`src/rtl/asp_consts.svh`:
```
// register offsets, field positions, reset values and divider counts of the serial port
// ****************************************************************
// Overview of operation
// - full duplex asynchronous port with the 8-bit and 9-bit variable-rate modes only.
// - one received byte is buffered while the next byte shifts in.
// - writes to the data location load the transmit register only.
// - reads of the data location return the receive buffer, never transmit data.
// - with interrupts enabled, either done flag raises the interrupt request.
// - done flags stay set until software clears them.
// - the baud clock comes from the 8-bit auto-reload timer.
// - transmit uses the timer low counter, receive a hidden copy of it.
// - both counter overflow streams are divided by two to give bit rates.
// - the hidden receive counter runs with the timer and shares its reload value.
// - a start edge on the receive pin forces a reload of the receive counter.
// - timer clock is core clock /4, /12, /48, oscillator /8 or external input.
// - overflow rate is timer clock over 256 minus reload; baud is half.
// - the external oscillator may clock the timer while the core clock runs on.
// - 8-bit frame: start, eight data bits LSB first, stop bit into ninth-bit field.
// - 9-bit frame adds programmable ninth bit; received ninth bit kept, stop ignored.
// - transmit-done flag sets at the start of the stop bit.
// - byte loads only with receive flag clear and, if checked, stop or ninth bit high.
// ****************************************************************
`ifndef ASP_CONSTS_SVH
`define ASP_CONSTS_SVH
`define ASP_OFF_CTRL       8'h00
`define ASP_OFF_DATA       8'h04
`define ASP_OFF_TCTRL      8'h08
`define ASP_OFF_RELOAD     8'h0C
`define ASP_OFF_LOW        8'h10
`define ASP_OFF_IEN        8'h14
`define ASP_CTL_WIDTH      7
`define ASP_CTL_MCE        5
`define ASP_CTL_REN        4
`define ASP_CTL_TX9        3
`define ASP_CTL_RX9        2
`define ASP_CTL_TDONE      1
`define ASP_CTL_RDONE      0
`define ASP_TC_RUN         0
`define ASP_TC_SRC_LSB     1
`define ASP_TC_SRC_MSB     3
`define ASP_RST_RELOAD     8'h00
`define ASP_RST_LOW        8'h00
`define ASP_DIV_A_LAST     2'h3
`define ASP_DIV_B_LAST     2'h2
`define ASP_DIV_C_LAST     2'h3
`define ASP_OSC_LAST       3'h7
`define ASP_CNT_TOP        8'hFF
`define ASP_BITS_LAST      4'h7
`endif

```
`src/rtl/asp_pkg.sv`:
```
// shared types of the serial port
package asp_pkg;
	typedef enum logic [2:0] {CS_DIV4, CS_DIV12, CS_DIV48, CS_OSC8, CS_EXT} asp_clk_src_t;
	typedef enum logic [2:0] {TX_IDLE, TX_DATA, TX_NINTH, TX_END, TX_STOP} asp_tx_state_t;
	typedef enum logic [2:0] {RX_IDLE, RX_START, RX_DATA, RX_NINTH, RX_STOP} asp_rx_state_t;
endpackage

```
`src/rtl/asp_sync.sv`:
```
// three-stage input synchroniser with agreement filter
`timescale 1ns/1ps
module asp_sync #(
	parameter int W = 1
) (
	input  wire logic         clk_in,
	input  wire logic         rst_n_in,
	input  wire logic [W-1:0] async_in,
	output logic      [W-1:0] sync_out
);
	import asp_pkg::*;
	typedef struct packed {
		logic [W-1:0] s1;
		logic [W-1:0] s2;
		logic [W-1:0] s3;
		logic [W-1:0] q;
	} asp_sync_st_t;
	asp_sync_st_t st_ff;
	asp_sync_st_t nxt_st;

	always_comb begin
		nxt_st    = st_ff;
		nxt_st.s1 = async_in;
		nxt_st.s2 = st_ff.s1;
		nxt_st.s3 = st_ff.s2;
		// a change only counts once the second and third stage agree
		for (int i = 0; i < W; i++) begin
			if (st_ff.s2[i] == st_ff.s3[i]) begin
				nxt_st.q[i] = st_ff.s3[i];
			end
		end
	end

	always_ff @(posedge clk_in) begin
		if (!rst_n_in) begin
			st_ff <= '1;
		end else begin
			st_ff <= nxt_st;
		end
	end

	assign sync_out = st_ff.q;
endmodule

```
`src/rtl/asp_baud_timer.sv`:
```
// baud timer: prescaler, 8-bit auto-reload counter and its hidden receive copy
`timescale 1ns/1ps
`include "asp_consts.svh"
module asp_baud_timer (
	input  wire logic                  clk_in,
	input  wire logic                  rst_n_in,
	input  wire logic                  run_in,
	input  wire asp_pkg::asp_clk_src_t src_in,
	input  wire logic [7:0]            reload_in,
	input  wire logic                  low_wr_in,
	input  wire logic [7:0]            low_wdata_in,
	input  wire logic                  osc_in,
	input  wire logic                  ext_in,
	input  wire logic                  rx_restart_in,
	output logic      [7:0]            low_out,
	output logic                       tx_tick_out,
	output logic                       rx_tick_out
);
	import asp_pkg::*;
	typedef struct packed {
		logic [1:0] pre_a;
		logic [1:0] pre_b;
		logic [1:0] pre_c;
		logic [2:0] osc_cnt;
		logic       osc_prev;
		logic       ext_prev;
		logic [7:0] tx_cnt;
		logic [7:0] rx_cnt;
		logic       tx_div;
		logic       rx_div;
	} asp_tmr_st_t;
	asp_tmr_st_t st_ff;
	asp_tmr_st_t nxt_st;
	logic        tick4;
	logic        tick12;
	logic        tick_osc;
	logic        tmr_tick;
	logic        tx_ovf;
	logic        rx_ovf;

	always_comb begin
		nxt_st   = st_ff;
		tick4    = st_ff.pre_a == `ASP_DIV_A_LAST;
		tick12   = tick4 && st_ff.pre_b == `ASP_DIV_B_LAST;
		tick_osc = osc_in && !st_ff.osc_prev && st_ff.osc_cnt == `ASP_OSC_LAST;
		unique case (src_in)
			CS_DIV4:  tmr_tick = tick4;
			CS_DIV12: tmr_tick = tick12;
			CS_DIV48: tmr_tick = tick12 && st_ff.pre_c == `ASP_DIV_C_LAST;
			CS_OSC8:  tmr_tick = tick_osc;
			CS_EXT:   tmr_tick = !ext_in && st_ff.ext_prev;
			default:  tmr_tick = 1'b0;
		endcase
		tx_ovf = run_in && tmr_tick && st_ff.tx_cnt == `ASP_CNT_TOP;
		rx_ovf = run_in && tmr_tick && st_ff.rx_cnt == `ASP_CNT_TOP;
		nxt_st.pre_a    = st_ff.pre_a + 2'h1;
		if (tick4) begin
			nxt_st.pre_b = tick12 ? 2'h0 : st_ff.pre_b + 2'h1;
		end
		if (tick12) begin
			nxt_st.pre_c = st_ff.pre_c + 2'h1;
		end
		nxt_st.osc_prev = osc_in;
		nxt_st.ext_prev = ext_in;
		if (osc_in && !st_ff.osc_prev) begin
			nxt_st.osc_cnt = st_ff.osc_cnt + 3'h1;
		end
		if (low_wr_in) begin
			nxt_st.tx_cnt = low_wdata_in;
		end else if (run_in && tmr_tick) begin
			nxt_st.tx_cnt = tx_ovf ? reload_in : st_ff.tx_cnt + 8'h01;
		end
		nxt_st.tx_div = st_ff.tx_div ^ tx_ovf;
		// start edge realigns only the receive copy, transmit keeps its phase
		if (rx_restart_in) begin
			nxt_st.rx_cnt = reload_in;
			nxt_st.rx_div = 1'b0;
		end else begin
			if (run_in && tmr_tick) begin
				nxt_st.rx_cnt = rx_ovf ? reload_in : st_ff.rx_cnt + 8'h01;
			end
			nxt_st.rx_div = st_ff.rx_div ^ rx_ovf;
		end
	end

	always_ff @(posedge clk_in) begin
		if (!rst_n_in) begin
			st_ff <= '0;
			// same level as the synchroniser's reset, so no false edge follows reset
			st_ff.osc_prev <= 1'b1;
			st_ff.ext_prev <= 1'b1;
			st_ff.tx_cnt <= `ASP_RST_LOW;
			st_ff.rx_cnt <= `ASP_RST_LOW;
		end else begin
			st_ff <= nxt_st;
		end
	end

	assign low_out     = st_ff.tx_cnt;
	// second overflow ends a bit; receive samples on the first, i.e. mid-bit
	assign tx_tick_out = tx_ovf && st_ff.tx_div;
	assign rx_tick_out = rx_ovf && !st_ff.rx_div;
endmodule

```
`src/rtl/asp_serial_port.sv`:
```
// serial port core with baud timer and AHB-Lite register slave
//
// The implementer's own choices: register access over AHB-Lite and the register addresses.
`timescale 1ns/1ps
`include "asp_consts.svh"
module asp_serial_port (
	input  wire logic        CLK_SYS_IN,
	input  wire logic        RST_N_IN,
	input  wire logic        HSEL_IN,
	input  wire logic [31:0] HADDR_IN,
	input  wire logic [1:0]  HTRANS_IN,
	input  wire logic        HWRITE_IN,
	input  wire logic [2:0]  HSIZE_IN,
	input  wire logic [31:0] HWDATA_IN,
	input  wire logic        HREADY_IN,
	output logic      [31:0] HRDATA_OUT,
	output logic             HREADYOUT_OUT,
	output logic             HRESP_OUT,
	input  wire logic        RXD_IN,
	output logic             TXD_OUT,
	input  wire logic        TIMER_EXT_IN,
	input  wire logic        EXT_OSC_IN,
	output logic             IRQ_OUT
);
	import asp_pkg::*;

	// ****************************************************************
	// state
	// ****************************************************************
	typedef struct packed {
		logic          ph_valid;
		logic          ph_write;
		logic [7:0]    ph_addr;
		logic [31:0]   rdata;
		logic          frame_width_select;
		logic          multiproc_check_enable;
		logic          rx_enable;
		logic          tx_ninth_bit;
		logic          rx_ninth_bit;
		logic          transmit_done_flag;
		logic          receive_done_flag;
		logic          run;
		asp_clk_src_t  src;
		logic [7:0]    timer_reload_value;
		logic          ien;
		logic          irq;
		asp_tx_state_t tx_state;
		logic          tx_go;
		logic [7:0]    tx_data;
		logic [8:0]    tx_shift;
		logic [3:0]    tx_cnt;
		logic          txd;
		asp_rx_state_t rx_state;
		logic [7:0]    rx_shift;
		logic [3:0]    rx_cnt;
		logic [7:0]    rx_buf;
		logic          rx_bit9;
		logic          rx_prev;
	} asp_core_st_t;

	asp_core_st_t st_ff;
	asp_core_st_t nxt_st;
	logic         rx_q;
	logic         ext_q;
	logic         osc_q;
	logic [7:0]   low_cnt;
	logic         tx_tick;
	logic         rx_tick;
	logic         addr_take;
	logic         wr_now;
	logic         wr_ctrl;
	logic         wr_data;
	logic         wr_tctrl;
	logic         wr_reload;
	logic         wr_low;
	logic         wr_ien;
	logic [7:0]   wd;
	logic         rx_fall;
	logic         rx_chk;
	logic         rx_accept;

	// ****************************************************************
	// decode helpers
	// ****************************************************************
	function automatic logic asp_hit(input logic [31:0] a, input logic [2:0] sz);
		// only aligned whole words inside the block are mapped
		asp_hit = a[31:8] == 24'h0 && a[1:0] == 2'h0 && sz == 3'h2 && a[7:0] <= `ASP_OFF_IEN;
	endfunction

	function automatic logic [31:0] asp_read(input logic [7:0] a, input asp_core_st_t s,
		input logic [7:0] low);
		asp_read = 32'h0;
		unique case (a)
			`ASP_OFF_CTRL:   asp_read[7:0] = {s.frame_width_select, 1'b1,
				s.multiproc_check_enable, s.rx_enable, s.tx_ninth_bit, s.rx_ninth_bit,
				s.transmit_done_flag, s.receive_done_flag};
			`ASP_OFF_DATA:   asp_read[7:0] = s.rx_buf;
			`ASP_OFF_TCTRL:  asp_read[3:0] = {s.src, s.run};
			`ASP_OFF_RELOAD: asp_read[7:0] = s.timer_reload_value;
			`ASP_OFF_LOW:    asp_read[7:0] = low;
			`ASP_OFF_IEN:    asp_read[0]   = s.ien;
			default:         asp_read      = 32'h0;
		endcase
	endfunction

	// ****************************************************************
	// pins and baud timer
	// ****************************************************************
	asp_sync #(
		.W (3)
	) u_sync (
		.clk_in   (CLK_SYS_IN),
		.rst_n_in (RST_N_IN),
		.async_in ({EXT_OSC_IN, TIMER_EXT_IN, RXD_IN}),
		.sync_out ({osc_q, ext_q, rx_q})
	);

	asp_baud_timer u_timer (
		.clk_in        (CLK_SYS_IN),
		.rst_n_in      (RST_N_IN),
		.run_in        (st_ff.run),
		.src_in        (st_ff.src),
		.reload_in     (st_ff.timer_reload_value),
		.low_wr_in     (wr_low),
		.low_wdata_in  (wd),
		.osc_in        (osc_q),
		.ext_in        (ext_q),
		.rx_restart_in (rx_fall),
		.low_out       (low_cnt),
		.tx_tick_out   (tx_tick),
		.rx_tick_out   (rx_tick)
	);

	// ****************************************************************
	// bus decode
	// ****************************************************************
	assign addr_take = HSEL_IN && HREADY_IN && HTRANS_IN[1];
	assign wr_now    = st_ff.ph_valid && st_ff.ph_write;
	assign wr_ctrl   = wr_now && st_ff.ph_addr == `ASP_OFF_CTRL;
	assign wr_data   = wr_now && st_ff.ph_addr == `ASP_OFF_DATA;
	assign wr_tctrl  = wr_now && st_ff.ph_addr == `ASP_OFF_TCTRL;
	assign wr_reload = wr_now && st_ff.ph_addr == `ASP_OFF_RELOAD;
	assign wr_low    = wr_now && st_ff.ph_addr == `ASP_OFF_LOW;
	assign wr_ien    = wr_now && st_ff.ph_addr == `ASP_OFF_IEN;
	assign wd        = HWDATA_IN[7:0];

	// start edge only arms while idle, so data falling edges never realign
	assign rx_fall   = st_ff.rx_enable && st_ff.rx_state == RX_IDLE && st_ff.rx_prev && !rx_q;
	assign rx_chk    = st_ff.frame_width_select ? st_ff.rx_bit9 : rx_q;
	assign rx_accept = !st_ff.receive_done_flag && (!st_ff.multiproc_check_enable || rx_chk);

	// ****************************************************************
	// next state
	// ****************************************************************
	always_comb begin
		nxt_st = st_ff;
		if (wr_ctrl) begin
			nxt_st.frame_width_select     = wd[`ASP_CTL_WIDTH];
			nxt_st.multiproc_check_enable = wd[`ASP_CTL_MCE];
			nxt_st.rx_enable              = wd[`ASP_CTL_REN];
			nxt_st.tx_ninth_bit           = wd[`ASP_CTL_TX9];
			nxt_st.rx_ninth_bit           = wd[`ASP_CTL_RX9];
			nxt_st.transmit_done_flag     = wd[`ASP_CTL_TDONE];
			nxt_st.receive_done_flag      = wd[`ASP_CTL_RDONE];
		end
		if (wr_tctrl) begin
			nxt_st.run = wd[`ASP_TC_RUN];
			nxt_st.src = asp_clk_src_t'(wd[`ASP_TC_SRC_MSB:`ASP_TC_SRC_LSB]);
		end
		if (wr_reload) begin
			nxt_st.timer_reload_value = wd;
		end
		if (wr_ien) begin
			nxt_st.ien = wd[0];
		end

		// transmitter: flag sets below the software write, so a set wins
		if (tx_tick) begin
			unique case (st_ff.tx_state)
				TX_IDLE, TX_STOP: begin
					nxt_st.txd      = 1'b1;
					nxt_st.tx_state = TX_IDLE;
					if (st_ff.tx_go) begin
						nxt_st.txd      = 1'b0;
						nxt_st.tx_shift = {st_ff.tx_ninth_bit, st_ff.tx_data};
						nxt_st.tx_cnt   = 4'h0;
						nxt_st.tx_go    = 1'b0;
						nxt_st.tx_state = TX_DATA;
					end
				end
				TX_DATA: begin
					nxt_st.txd      = st_ff.tx_shift[0];
					nxt_st.tx_shift = st_ff.tx_shift >> 1;
					nxt_st.tx_cnt   = st_ff.tx_cnt + 4'h1;
					if (st_ff.tx_cnt == `ASP_BITS_LAST) begin
						nxt_st.tx_state = st_ff.frame_width_select ? TX_NINTH : TX_END;
					end
				end
				TX_NINTH: begin
					nxt_st.txd      = st_ff.tx_shift[0];
					nxt_st.tx_state = TX_END;
				end
				TX_END: begin
					nxt_st.txd                = 1'b1;
					nxt_st.transmit_done_flag = 1'b1;
					nxt_st.tx_state           = TX_STOP;
				end
				default: begin
					nxt_st.tx_state = TX_IDLE;
				end
			endcase
		end

		// receiver: samples land mid-bit because the start edge reloads the timer
		nxt_st.rx_prev = rx_q;
		if (rx_fall) begin
			nxt_st.rx_state = RX_START;
		end else if (rx_tick) begin
			unique case (st_ff.rx_state)
				RX_IDLE: begin
					nxt_st.rx_state = RX_IDLE;
				end
				RX_START: begin
					// a glitch shorter than half a bit is dropped here
					nxt_st.rx_cnt   = 4'h0;
					nxt_st.rx_state = rx_q ? RX_IDLE : RX_DATA;
				end
				RX_DATA: begin
					nxt_st.rx_shift = {rx_q, st_ff.rx_shift[7:1]};
					nxt_st.rx_cnt   = st_ff.rx_cnt + 4'h1;
					if (st_ff.rx_cnt == `ASP_BITS_LAST) begin
						nxt_st.rx_state = st_ff.frame_width_select ? RX_NINTH : RX_STOP;
					end
				end
				RX_NINTH: begin
					nxt_st.rx_bit9  = rx_q;
					nxt_st.rx_state = RX_STOP;
				end
				RX_STOP: begin
					// back to idle mid-stop so the next start edge is not missed
					nxt_st.rx_state = RX_IDLE;
					if (rx_accept) begin
						nxt_st.rx_buf            = st_ff.rx_shift;
						nxt_st.rx_ninth_bit      = rx_chk;
						nxt_st.receive_done_flag = 1'b1;
					end
				end
				default: begin
					nxt_st.rx_state = RX_IDLE;
				end
			endcase
		end

		// a data write queues a byte; taken at the next bit tick once idle
		if (wr_data) begin
			nxt_st.tx_data = wd;
			nxt_st.tx_go   = 1'b1;
		end

		nxt_st.irq = st_ff.ien && (st_ff.transmit_done_flag || st_ff.receive_done_flag);

		nxt_st.ph_valid = addr_take && asp_hit(HADDR_IN, HSIZE_IN);
		nxt_st.ph_write = HWRITE_IN;
		nxt_st.ph_addr  = HADDR_IN[7:0];
		nxt_st.rdata    = 32'h0;
		if (nxt_st.ph_valid && !HWRITE_IN) begin
			// taken from the next state so a read right behind a write sees it, except at the low counter, which reads the current count
			nxt_st.rdata = asp_read(HADDR_IN[7:0], nxt_st, low_cnt);
		end
	end

	always_ff @(posedge CLK_SYS_IN) begin
		if (!RST_N_IN) begin
			st_ff                    <= '0;
			st_ff.timer_reload_value <= `ASP_RST_RELOAD;
			st_ff.txd                <= 1'b1;
			st_ff.rx_prev            <= 1'b1;
		end else begin
			st_ff <= nxt_st;
		end
	end

	// ****************************************************************
	// outputs
	// ****************************************************************
	assign HRDATA_OUT    = st_ff.rdata;
	assign HREADYOUT_OUT = 1'b1;
	assign HRESP_OUT     = 1'b0;
	assign TXD_OUT       = st_ff.txd;
	assign IRQ_OUT       = st_ff.irq;
endmodule

```
`config.mk`:
```
export PLATFORM = sky130hd
export DESIGN_NAME = asp_serial_port
export DESIGN_NICKNAME = d
export VERILOG_FILES = /design/src/rtl/asp_pkg.sv /design/src/rtl/asp_sync.sv /design/src/rtl/asp_baud_timer.sv /design/src/rtl/asp_serial_port.sv
export VERILOG_INCLUDE_DIRS = /design/src /design/src/rtl
export SDC_FILE = /design/constraint.sdc
export NUM_CORES = 1
export LEC_CHECK = 0
export ABC_AREA = 1
export BUFFER_PORTS_ARGS = -buffer_cell sky130_fd_sc_hd__clkbuf_2
export CORE_AREA = 2 2 130 157
export DETAILED_ROUTE_END_ITERATION = 16
export DIE_AREA = 0 0 132 159
export PLACE_DENSITY = 0.5
export SLEW_MARGIN = 20
export SYNTH_ARGS = -nofsm -noshare
export SYNTH_HDL_FRONTEND = slang
export SYNTH_HIERARCHICAL = 1
export SYNTH_SLANG_ARGS = --single-unit
```
`constraint.sdc`:
```
create_clock -name CLK_SYS_IN -period 3 [get_ports CLK_SYS_IN]
set_input_delay 0.45 -clock CLK_SYS_IN [delete_from_list [all_inputs] [get_ports CLK_SYS_IN]]
set_output_delay 0.45 -clock CLK_SYS_IN [all_outputs]
set_load 0.01 [all_outputs]
```
Word-level counts from Yosys, hierarchy flattened
Cells that the tools add are included.
{"block": "word_totals", "regBits": 155, "latchBits": 0, "mem_bits_rw": 0, "romBits": 0, "input_bits": 77, "out_inout_bits": 36, "word_cells": 211, "n_memories": 0}
{"block": "classes", "addsub": 8, "multipliers": 0, "div": 0, "n_lt_le_gt_ge": 1, "n_eq_ne": 38, "n_shift": 0, "muxes": 48, "bitwise_logic": 4, "n_reduce_logical": 66}
{"cell": "8-bit two-way mux", "n": 10}
{"cell": "8-bit by 4-bit == test with 1-bit output, second input constant", "n": 4}
{"cell": "8-bit by 5-bit == test with 1-bit output, second input constant", "n": 4}
{"cell": "1-bit logical AND", "n": 29}
{"cell": "13-bit one-hot mux with 2 select lines", "n": 1}
{"cell": "24-bit logical NOT", "n": 1}
{"cell": "22-bit two-way mux", "n": 1}
{"cell": "3-bit by 2-bit == test with 1-bit output, second input constant", "n": 7}
{"cell": "9-bit two-way mux", "n": 2}
{"cell": "1-bit two-way mux", "n": 17}
{"cell": "8-bit by 1-bit adder with 8-bit output, second input constant", "n": 2}
{"cell": "8-bit by 3-bit == test with 1-bit output, second input constant", "n": 2}
{"cell": "8-bit == test, second input constant", "n": 2}
{"cell": "8-bit logical NOT", "n": 2}
{"cell": "4-bit one-hot mux with 4 select lines", "n": 1}
{"cell": "3-bit one-hot mux with 5 select lines", "n": 1}
{"cell": "14-bit two-way mux", "n": 1}
{"cell": "2-bit nonzero test", "n": 7}
{"cell": "3-bit == test, second input constant", "n": 4}
{"cell": "3-bit one-hot mux with 4 select lines", "n": 1}
{"cell": "2-bit AND reduction", "n": 6}
{"cell": "3-bit AND reduction", "n": 4}
{"cell": "3-bit by 1-bit == test with 1-bit output, second input constant", "n": 3}
{"cell": "3-bit logical NOT", "n": 3}
{"cell": "other kinds (25)", "n": 50}

Logic depth before layout (Yosys ltp)
Gate-level depths: netlist (run 1).
{"block": "logic_depth", "word_depth": 10, "ltp_mapped": 20, "ltp_nobuf": 19}

Cells and area by module
Netlist (run 1), hierarchy kept.
{"mod": "asp_serial_port", "n_inst": 1, "cells_each": 639, "area_per_inst_um2": 4501.8, "seq_area_each_um2": 1801.7}
{"mod": "asp_baud_timer", "n_inst": 1, "cells_each": 258, "area_per_inst_um2": 1783.0, "seq_area_each_um2": 580.6}
{"mod": "asp_sync", "n_inst": 1, "cells_each": 55, "area_per_inst_um2": 422.9, "seq_area_each_um2": 240.2}

Worst setup path after synthesis (run 1)
OpenSTA, ideal clock, no wires.
{"block": "synth_path", "kind": "reg2reg", "startpoint": "register u_timer.st_ff (netlist bit u_timer/low_out[0])", "endpoint": "register st_ff[29] (netlist name)", "setup_time_ps": 114, "t_arrival_ps": 2177, "required_ps": 2886, "path_slack_ps": 709, "stages_incl_launch_ff": 15, "n_path_buf": 0, "period_less_slack_ps": 2291, "cell_sequence": "dfxtp_1 ha_1 nand3_1 nand3b_1 nor2_2 nand3_2 inv_2 ha_1 nand3_1 nand2_2 inv_2 nor2_2 nand3_1 xor2_1 nor2_1"}
{"block": "synth_between", "elab_chain_len": 4}
{"element": "from (decl)", "line_no": "asp_baud_timer.sv:32", "source": "asp_tmr_st_t st_ff;"}
{"element": "from (signal assigned)", "line_no": "asp_baud_timer.sv:95", "source": "st_ff <= nxt_st;"}
{"element": "8-bit == test (no line)"}
{"element": "1-bit logical AND (no line)"}
{"element": "1-bit logical AND", "line_no": "asp_baud_timer.sv:101", "source": "assign tx_tick_out = tx_ovf && st_ff.tx_div;"}
{"element": "named net tx_tick", "line_no": "asp_serial_port.sv:67", "source": "logic tx_tick;"}
{"element": "3-bit AND reduction (no line)"}
{"element": "to (signal assigned)", "line_no": "asp_serial_port.sv:279", "source": "st_ff <= nxt_st;"}
{"element": "to (decl)", "line_no": "asp_serial_port.sv:61", "source": "asp_core_st_t st_ff;"}
The timed path passes the listed nets, and every way through them passes these cells.
A chain may end at the register's enable or synchronous reset.

Worst setup path after layout (run 1)
{"block": "layout_path", "startpoint": "register u_timer/st_ff[20] (netlist name)", "endpoint": "register st_ff (netlist bit HRDATA_OUT[0])"}
{"block": "layout_between", "elab_chain_len": 9, "word_cells_on_any_way": 11, "cone_classes": "1 x eq/ne; 6 x mux; 4 x reduce/logical"}
{"element": "3-bit == test (no line) (*)"}
{"element": "1-bit logical AND (no line) (*)"}
{"element": "1-bit one-hot mux with 5 select lines (*)", "line_no": "asp_baud_timer.sv:46", "source": "unique case (src_in)"}
{"element": "1-bit logical AND (*)", "line_no": "asp_baud_timer.sv:55", "source": "rx_ovf = run_in && tmr_tick && st_ff.rx_cnt == `ASP_CNT_TOP;"}
{"element": "1-bit logical AND (no line) (*)"}
{"element": "1-bit logical AND (*)", "line_no": "asp_baud_timer.sv:102", "source": "assign rx_tick_out = rx_ovf && !st_ff.rx_div;"}
{"element": "named net rx_tick", "line_no": "asp_serial_port.sv:68", "source": "logic rx_tick;"}
{"element": "22-bit two-way mux / 1-bit two-way mux (equally long branches)", "line_no": "asp_serial_port.sv:218", "source": "end else if (rx_tick) begin"}
{"element": "9-bit two-way mux / 1-bit two-way mux (equally long branches)", "line_no": "asp_serial_port.sv:216", "source": "if (rx_fall) begin"}
{"element": "1-bit one-hot mux with 6 select lines (*)", "line_no": "asp_serial_port.sv:93", "source": "unique case (a)"}
The timed path passes the listed nets; every way through them passes the cells marked *. The select of a mux whose other input is x is not followed.

==> flow_summary_export.csv, run 1 <==
group,metric,value,unit
run_status,status,"completed",
place,numPortBuffers,61,
floorplanning,placementRows,56,
finish,design_area,7590,µm²
logic_synthesis,synth_adder_area_share,0.0187,
logic_synthesis,synth.area.mux_share,0,
setup_path,cp.arrival,2.96,ns
grt,overflow,0,
finish,diodes,0,
place,place_area,7020,µm²
finish,multi_input_area,3150,µm²
logic_synthesis,synth_top_family_by_area,"simple AND/OR/NAND/NOR gates",
clock_network,clock_latency,0.42,ns
floorplanning,die-area,21000,µm²
grt,grt_max_degree,38,
finish,layout_common_cells,"nand2_1, dfxtp_1, inv_1, nor2_1, nand3_1",
sta,fmax,0.383,GHz
detailed_routing,dr.pass1.iters,4,
clock_network,clk_pin_slew_worst_paths,0.05,ns
finish,seq_area,2620,µm²
setup_path,cp-end-kind,"flip-flop",
logic_synthesis,syn_area,6710,µm²
floorplanning,die_y,159,µm
grt,busiest_layer,"met2",
logic_synthesis,synth_area_leaders,"dfxtp_1, nand2_1, inv_1, nor2_1, buf_4",
pwr,p_leak,0.00338,µW
logic_synthesis,ys_seq_area_frac,0.391,
grt,grt_pass1_vias,5417,
clock_network,h-tree-depth,4,
grt,grt_pass1_wl,26800,µm
sta,fin_skew,0.0104,ns
logic_synthesis,yosysTopAreaCell,"dfxtp_1",
floorplanning,core_area,19400,µm²
clock_network,cts_tree,"done",
pwr,ir_drop,391,µV
setup_path,worstPathRequired,3.35,ns
clock_network,ctsRootBufferMaster,"clkbuf_16",
clock_network,cts-resized-gates,0,
setup_path,cpPeakStageDelay,0.33,ns
grt,use_met2,0.276,
setup_path,cp_cell_sequence,"ha_1 > ha_1 > inv_1 > nor2_1 > nand2_1 > nand2_1 > nand2_1 > nand2_1 > nand4_2 > inv_1 > ha_1 > nand2_4 > nor2_8 > inv_1 > nand2_1 > nand3_1 > nand2_1 > inv_1 > a21oi_2",
setup_path,path_max_fanout,17,
logic_synthesis,yosys_register_bits,131,
logic_synthesis,synth_cells,952,
clock_network,cts_made_buffers,17,
sta,finalCritPeriodShare,0.870,
setup_path,critPathLaunchType,"flip-flop",
logic_synthesis,syn_area_per_cell,7.05,µm²
logic_synthesis,async_reset_ff_frac,0,
floorplanning,die_w,132,µm
detailed_routing,initialDrtViolationCount,238,
finish,drive_gt1_frac,0.161,
logic_synthesis,yosysUniqueCellTypes,45,
pwr,power_density,518,nW/µm²
setup_path,path_delay_family,"simple AND/OR/NAND/NOR gates",
hold_path,hold_class,"input port to flip-flop",
finish,nFillCells,2155,
clock_network,cts_setup_buffers,0,
grt,globalRouteMet1Util,0.193,
sta,setup_tns,0,ns
finish,stdcell_count,1271,
detailed_routing,drc,0,
detailed_routing,viasPerCell,4.45,
finish,nets,1085,
clock_network,hold_buffers,0,
logic_synthesis,synth_edf_count,0,
sta,setup_viol,0,
grt,grt.met3_usage,0.0363,
grt,grtUsageTotal,0.158,
logic_synthesis,synth_xor_area_frac,0.0170,
finish,layout_commonest_cell,"nand2_1",
setup_path,crit_buf_inv,4,
logic_synthesis,synth.top_cell.area_share,0.391,
sta,period_needed,2.61,ns
sta,rsz0062_at_grt,"false",
logic_synthesis,synth_ff_type,"dfxtp_1",
detailed_routing,wl_per_cell,12.4,µm
floorplanning,ios,113,
logic_synthesis,synth_compound_area_frac,0.121,
sta,worst_slew_pin_slew,0.705,ns
setup_path,crit_slowest_cell,"dfxtp_1",
detailed_routing,ant_nets,0,
sta,hold_viol,0,
setup_path,cpMostUsedCell,"nand2_1",
place,gp_congestion,0.802,
setup_path,worstSetupPathType,"flip-flop to flip-flop",
sta,slew_violations,0,
clock_network,clock_sinks,131,
place,placed_cells,1240,
logic_synthesis,yosys.area_share.simple,0.299,
floorplanning,start_util,0.346,
finish,syn2layout_area_growth,13.2,%
place,dp_hpwl,11800,µm
sta,slew_headroom,0.529,
detailed_routing,via_count,5661,
clock_network,cts_buffer_depth,2,
detailed_routing,routed_wl,15800,µm
grt,antenna_found_initial,0,
logic_synthesis,ys_warn_count,6,
job,maxCapViolCount,0,
logic make-up after synthesis:
kind of cell / count (synthesis)
DFF: 131
xor gates and xnor gates: 13
buffers and inverters: 212
other: 2
adders and majority gates: 10
AOI/OAI and AO/OA: 141
and+or+nand+nor: 443
final timing paths:
path                                   from                           to  slack [ns]  depth (start not counted)
max          u_timer/st_ff[20]$_SDFFE_PN0P_     HRDATA_OUT[0]$_SDFF_PN0_        0.39                         19
min                                  RXD_IN  u_sync/nxt_st[6]$_SDFF_PN1_        0.20                          3
max reg2reg  u_timer/st_ff[20]$_SDFFE_PN0P_     HRDATA_OUT[0]$_SDFF_PN0_        0.39                         19
min reg2reg     u_sync/nxt_st[7]$_SDFF_PN1_  u_sync/nxt_st[4]$_SDFF_PN1_        0.40                          2
stage by stage:
step | total power, µW | hold slack (ns) | util | setup slack [ns]
global route | 4090 | 0.190 | 0.391 | 0.0691
CTS | 3980 | 0.181 | 0.391 | 0.336
detailed placement | 1960 | 0.396 | 0.362 | 0.350
finish | 3930 | 0.201 | 0.391 | 0.391
global placement | 1960 | 0.391 | 0.362 | 0.375
floorplan | 1920 | 0.380 | - | 0.709
synthesized netlist by cell type, types with 2 or more instances:
library cell / count
nand3_1: 70
inv_1: 129
a311oi_1: 8
nand2_1: 187
xnor2_1: 5
xor2_1: 8
o21ai_1: 6
a21oi_1: 54
nand4_1: 8
a211oi_1: 5
nor2_4: 5
ha_1: 10
buf_2: 6
or2_2: 2
dfxtp_1: 131
inv_2: 14
nor2_2: 6
o21ai_0: 50
a31oi_1: 3
nor3_1: 9
o211ai_1: 5
nor3_4: 2
buf_6: 4
nor2_1: 126
nand2_4: 2
nand3_2: 6
nand2_2: 14
buf_4: 48
clkbuf_1: 9
o21ai_2: 3
nand4_2: 2
conb_1: 2
registers in the layout, summed over array words and instances, names as in the netlist:
name             cells
TXD_OUT              1
u_timer/st_ff       21
u_sync/nxt_st        6
u_timer/low_out      8
st_ff               80
HRDATA_OUT           8
IRQ_OUT              1
u_sync/st_ff         3
u_sync/sync_out      3
per-layer routing:
layer  up-vias  share of wire  wire length [µm]
met2        66           0.50              7820
li1       3048              -                 -
met3        11          0.024               386
met4         0          0.010               157
met1      2536           0.47              7410
met5         -              0                 0
worst reg2reg max path, delay by kind of cell (launching register included):
kind	cells	cell delay, ns
simple gates	11	1.20
compound gates	1	0.11
fa+ha+maj	3	0.59
buf+inv	4	0.31
flops	1	0.33
power breakdown:
group | internal (µW) | switching (µW) | total (µW) | leakage (µW)
Combinational | 49.5 | 106 | 155 | 0.00204
Sequential | 1760 | 8.41 | 1760 | 0.00106
Clock | 1250 | 756 | 2010 | 0.000278
Total | 3060 | 870 | 3930 | 0.00338
final cells by class:
class,instances,area share
clock inverter,10,0.0143
tap,261,0.0430
clock buffer,21,0.0606
timing repair buffer,72,0.0511
sequential,131,0.345
multi-input combinational,633,0.415
inverter,143,0.0707
(Power assumes the default switching activity.)
==> run 2, diff against run 1 <==
--- a/config.mk
+++ b/config.mk
@@ -12,6 +12,7 @@
 export DETAILED_ROUTE_END_ITERATION = 16
 export DIE_AREA = 0 0 132 159
 export PLACE_DENSITY = 0.5
+export REMOVE_ABC_BUFFERS = 1
 export SLEW_MARGIN = 20
 export SYNTH_ARGS = -nofsm -noshare
 export SYNTH_HDL_FRONTEND = slang
==> flow_summary_export.csv, run 2 (same netlist as run 1, synthesis figures left out) <==
group,metric,value,unit
run_status,status,"completed",
clock_network,cts_tree,"done",
clock_network,ctsRootBufferMaster,"clkbuf_16",
floorplanning,die_w,132,µm
clock_network,h-tree-depth,4,
sta,slew_headroom,0.578,
place,numPortBuffers,61,
clock_network,clock_latency,0.42,ns
floorplanning,die_y,159,µm
setup_path,critPathLaunchType,"flip-flop",
finish,diodes,0,
setup_path,worstPathRequired,3.32,ns
setup_path,reg2reg_depth,17,
grt,grt_max_degree,59,
detailed_routing,ant_nets,0,
sta,hold_viol,0,
finish,nets,1084,
job,maxCapViolCount,0,
floorplanning,core_area,19400,µm²
clock_network,clock_sinks,131,
setup_path,cp.arrival,3.00,ns
clock_network,cts_setup_buffers,0,
grt,antenna_found_initial,0,
finish,layout_commonest_cell,"nand2_1",
sta,timing.hold.ws,0.191,ns
hold_path,min_path_cells,3,
place,gp_congestion,0.824,
finish,max_flop_register,"st_ff",
sta,setup_viol,0,
grt,grt.met3_usage,0.0363,
detailed_routing,routed_wl,15800,µm
clock_network,cts_made_buffers,17,
sta,slew_violations,0,
pwr,total_power,4040,µW
grt,overflow,0,
floorplanning,die-area,21000,µm²
detailed_routing,via_count,5680,
grt,grt_pass1_wl,26400,µm
detailed_routing,viasPerCell,4.47,
finish,layout_common_cells,"nand2_1, dfxtp_1, inv_1, nor2_1, nand3_1",
grt,globalRouteMet1Util,0.191,
floorplanning,ios,113,
sta,worst_slew_pin_slew,0.631,ns
sta,setup_tns,0,ns
finish,finalCoreUtilization,0.393,
finish,nFillCells,2084,
finish,top_regs,"st_ff x80, u_timer/st_ff x21",
sta,period_needed,2.68,ns
clock_network,cts-resized-gates,0,
sta,fmax,0.373,GHz
finish,drive_gt1_frac,0.162,
detailed_routing,wl_per_cell,12.5,µm
setup_path,worstSetupPathType,"flip-flop to flip-flop",
hold_path,hold_class,"input port to flip-flop",
detailed_routing,initialDrtViolationCount,268,
finish,syn2layout_area_growth,13.7,%
finish,stdcell_count,1270,
clock_network,clk_pin_slew_worst_paths,0.06,ns
clock_network,hold_buffers,0,
pwr,power_density,530,nW/µm²
setup_path,path_max_fanout,17,
sta,rsz0062_at_grt,"false",
grt,grt_pass1_vias,5310,
grt,grtUsageTotal,0.156,
finish,largest_reg_flops,80,
detailed_routing,drc,0,
grt,busiest_layer,"met2",
floorplanning,start_util,0.346,
grt,use_met2,0.268,
place,placed_cells,1239,
sta,fin_skew,0.0200,ns
floorplanning,placementRows,56,
detailed_routing,dr.pass1.iters,5,
pwr,p_leak,0.00339,µW
clock_network,cts_buffer_depth,2,
place,dp_hpwl,11800,µm
pwr,ir_drop,392,µV
sta,finalCritPeriodShare,0.893,
setup_path,cp-end-kind,"flip-flop",
==> run 2: area by class of cell <==
cell class                      instances  area (µm²)  area share
Inverter                              143         537      0.0704
Tap cell                              261         327      0.0428
Clock inverter                         12         156      0.0205
Sequential cell                       131        2620       0.344
Multi-Input combinational cell        633        3150       0.413
Clock buffer                           19         443      0.0581
Timing Repair Buffer                   71         393      0.0515
==> run 2: final timing paths <==
check / end / slack, ns / start
setup / recovery: HRDATA_OUT[2]$_SDFF_PN0_ / 0.32 / u_timer/st_ff[20]$_SDFFE_PN0P_
hold / removal: u_sync/nxt_st[8]$_SDFF_PN1_ / 0.19 / EXT_OSC_IN
setup reg to reg: HRDATA_OUT[2]$_SDFF_PN0_ / 0.32 / u_timer/st_ff[20]$_SDFFE_PN0P_
hold reg to reg: u_sync/nxt_st[3]$_SDFF_PN1_ / 0.40 / u_sync/nxt_st[6]$_SDFF_PN1_
==> run 2: per-stage QoR <==
stage	instance area [µm²]	worst slack [ns]
after detailed placement	7030	0.340
after global placement	7030	0.335
after floorplan	6310	0.605
after CTS	7630	0.319
after global routing	7630	0.105
final	7630	0.322
==> run 2: per-layer routing <==
| metal | vias to the layer above | share of wire |
|---|---|---|
| met2 | 76 | 0.49 |
| met4 | 0 | 0.021 |
| met5 | - | 0 |
| met1 | 2538 | 0.46 |
| met3 | 25 | 0.029 |
| li1 | 3041 | - |
==> run 2: power breakdown <==
group	internal [µW]	leakage, µW	switching [µW]	total, µW
Sequential	1760	0.00106	8.18	1760
Combinational	50.5	0.00204	107	157
Clock	1330	0.000294	796	2120
Total	3130	0.00339	910	4040
==> run 2: critical path, cell delays in order (launching register included) <==
cell and delay, ns:
dfxtp_1 0.33, ha_1 0.15, ha_1 0.14, inv_1 0.04
nor2_1 0.07, nand2_1 0.06, nand2_1 0.06, nand2_1 0.05
nand2_1 0.20, nand4_2 0.14, inv_1 0.08, ha_1 0.33
nand2_4 0.12, nor2_8 0.26, inv_1 0.13, nand3_1 0.11
nand3_1 0.07, a21oi_1 0.23
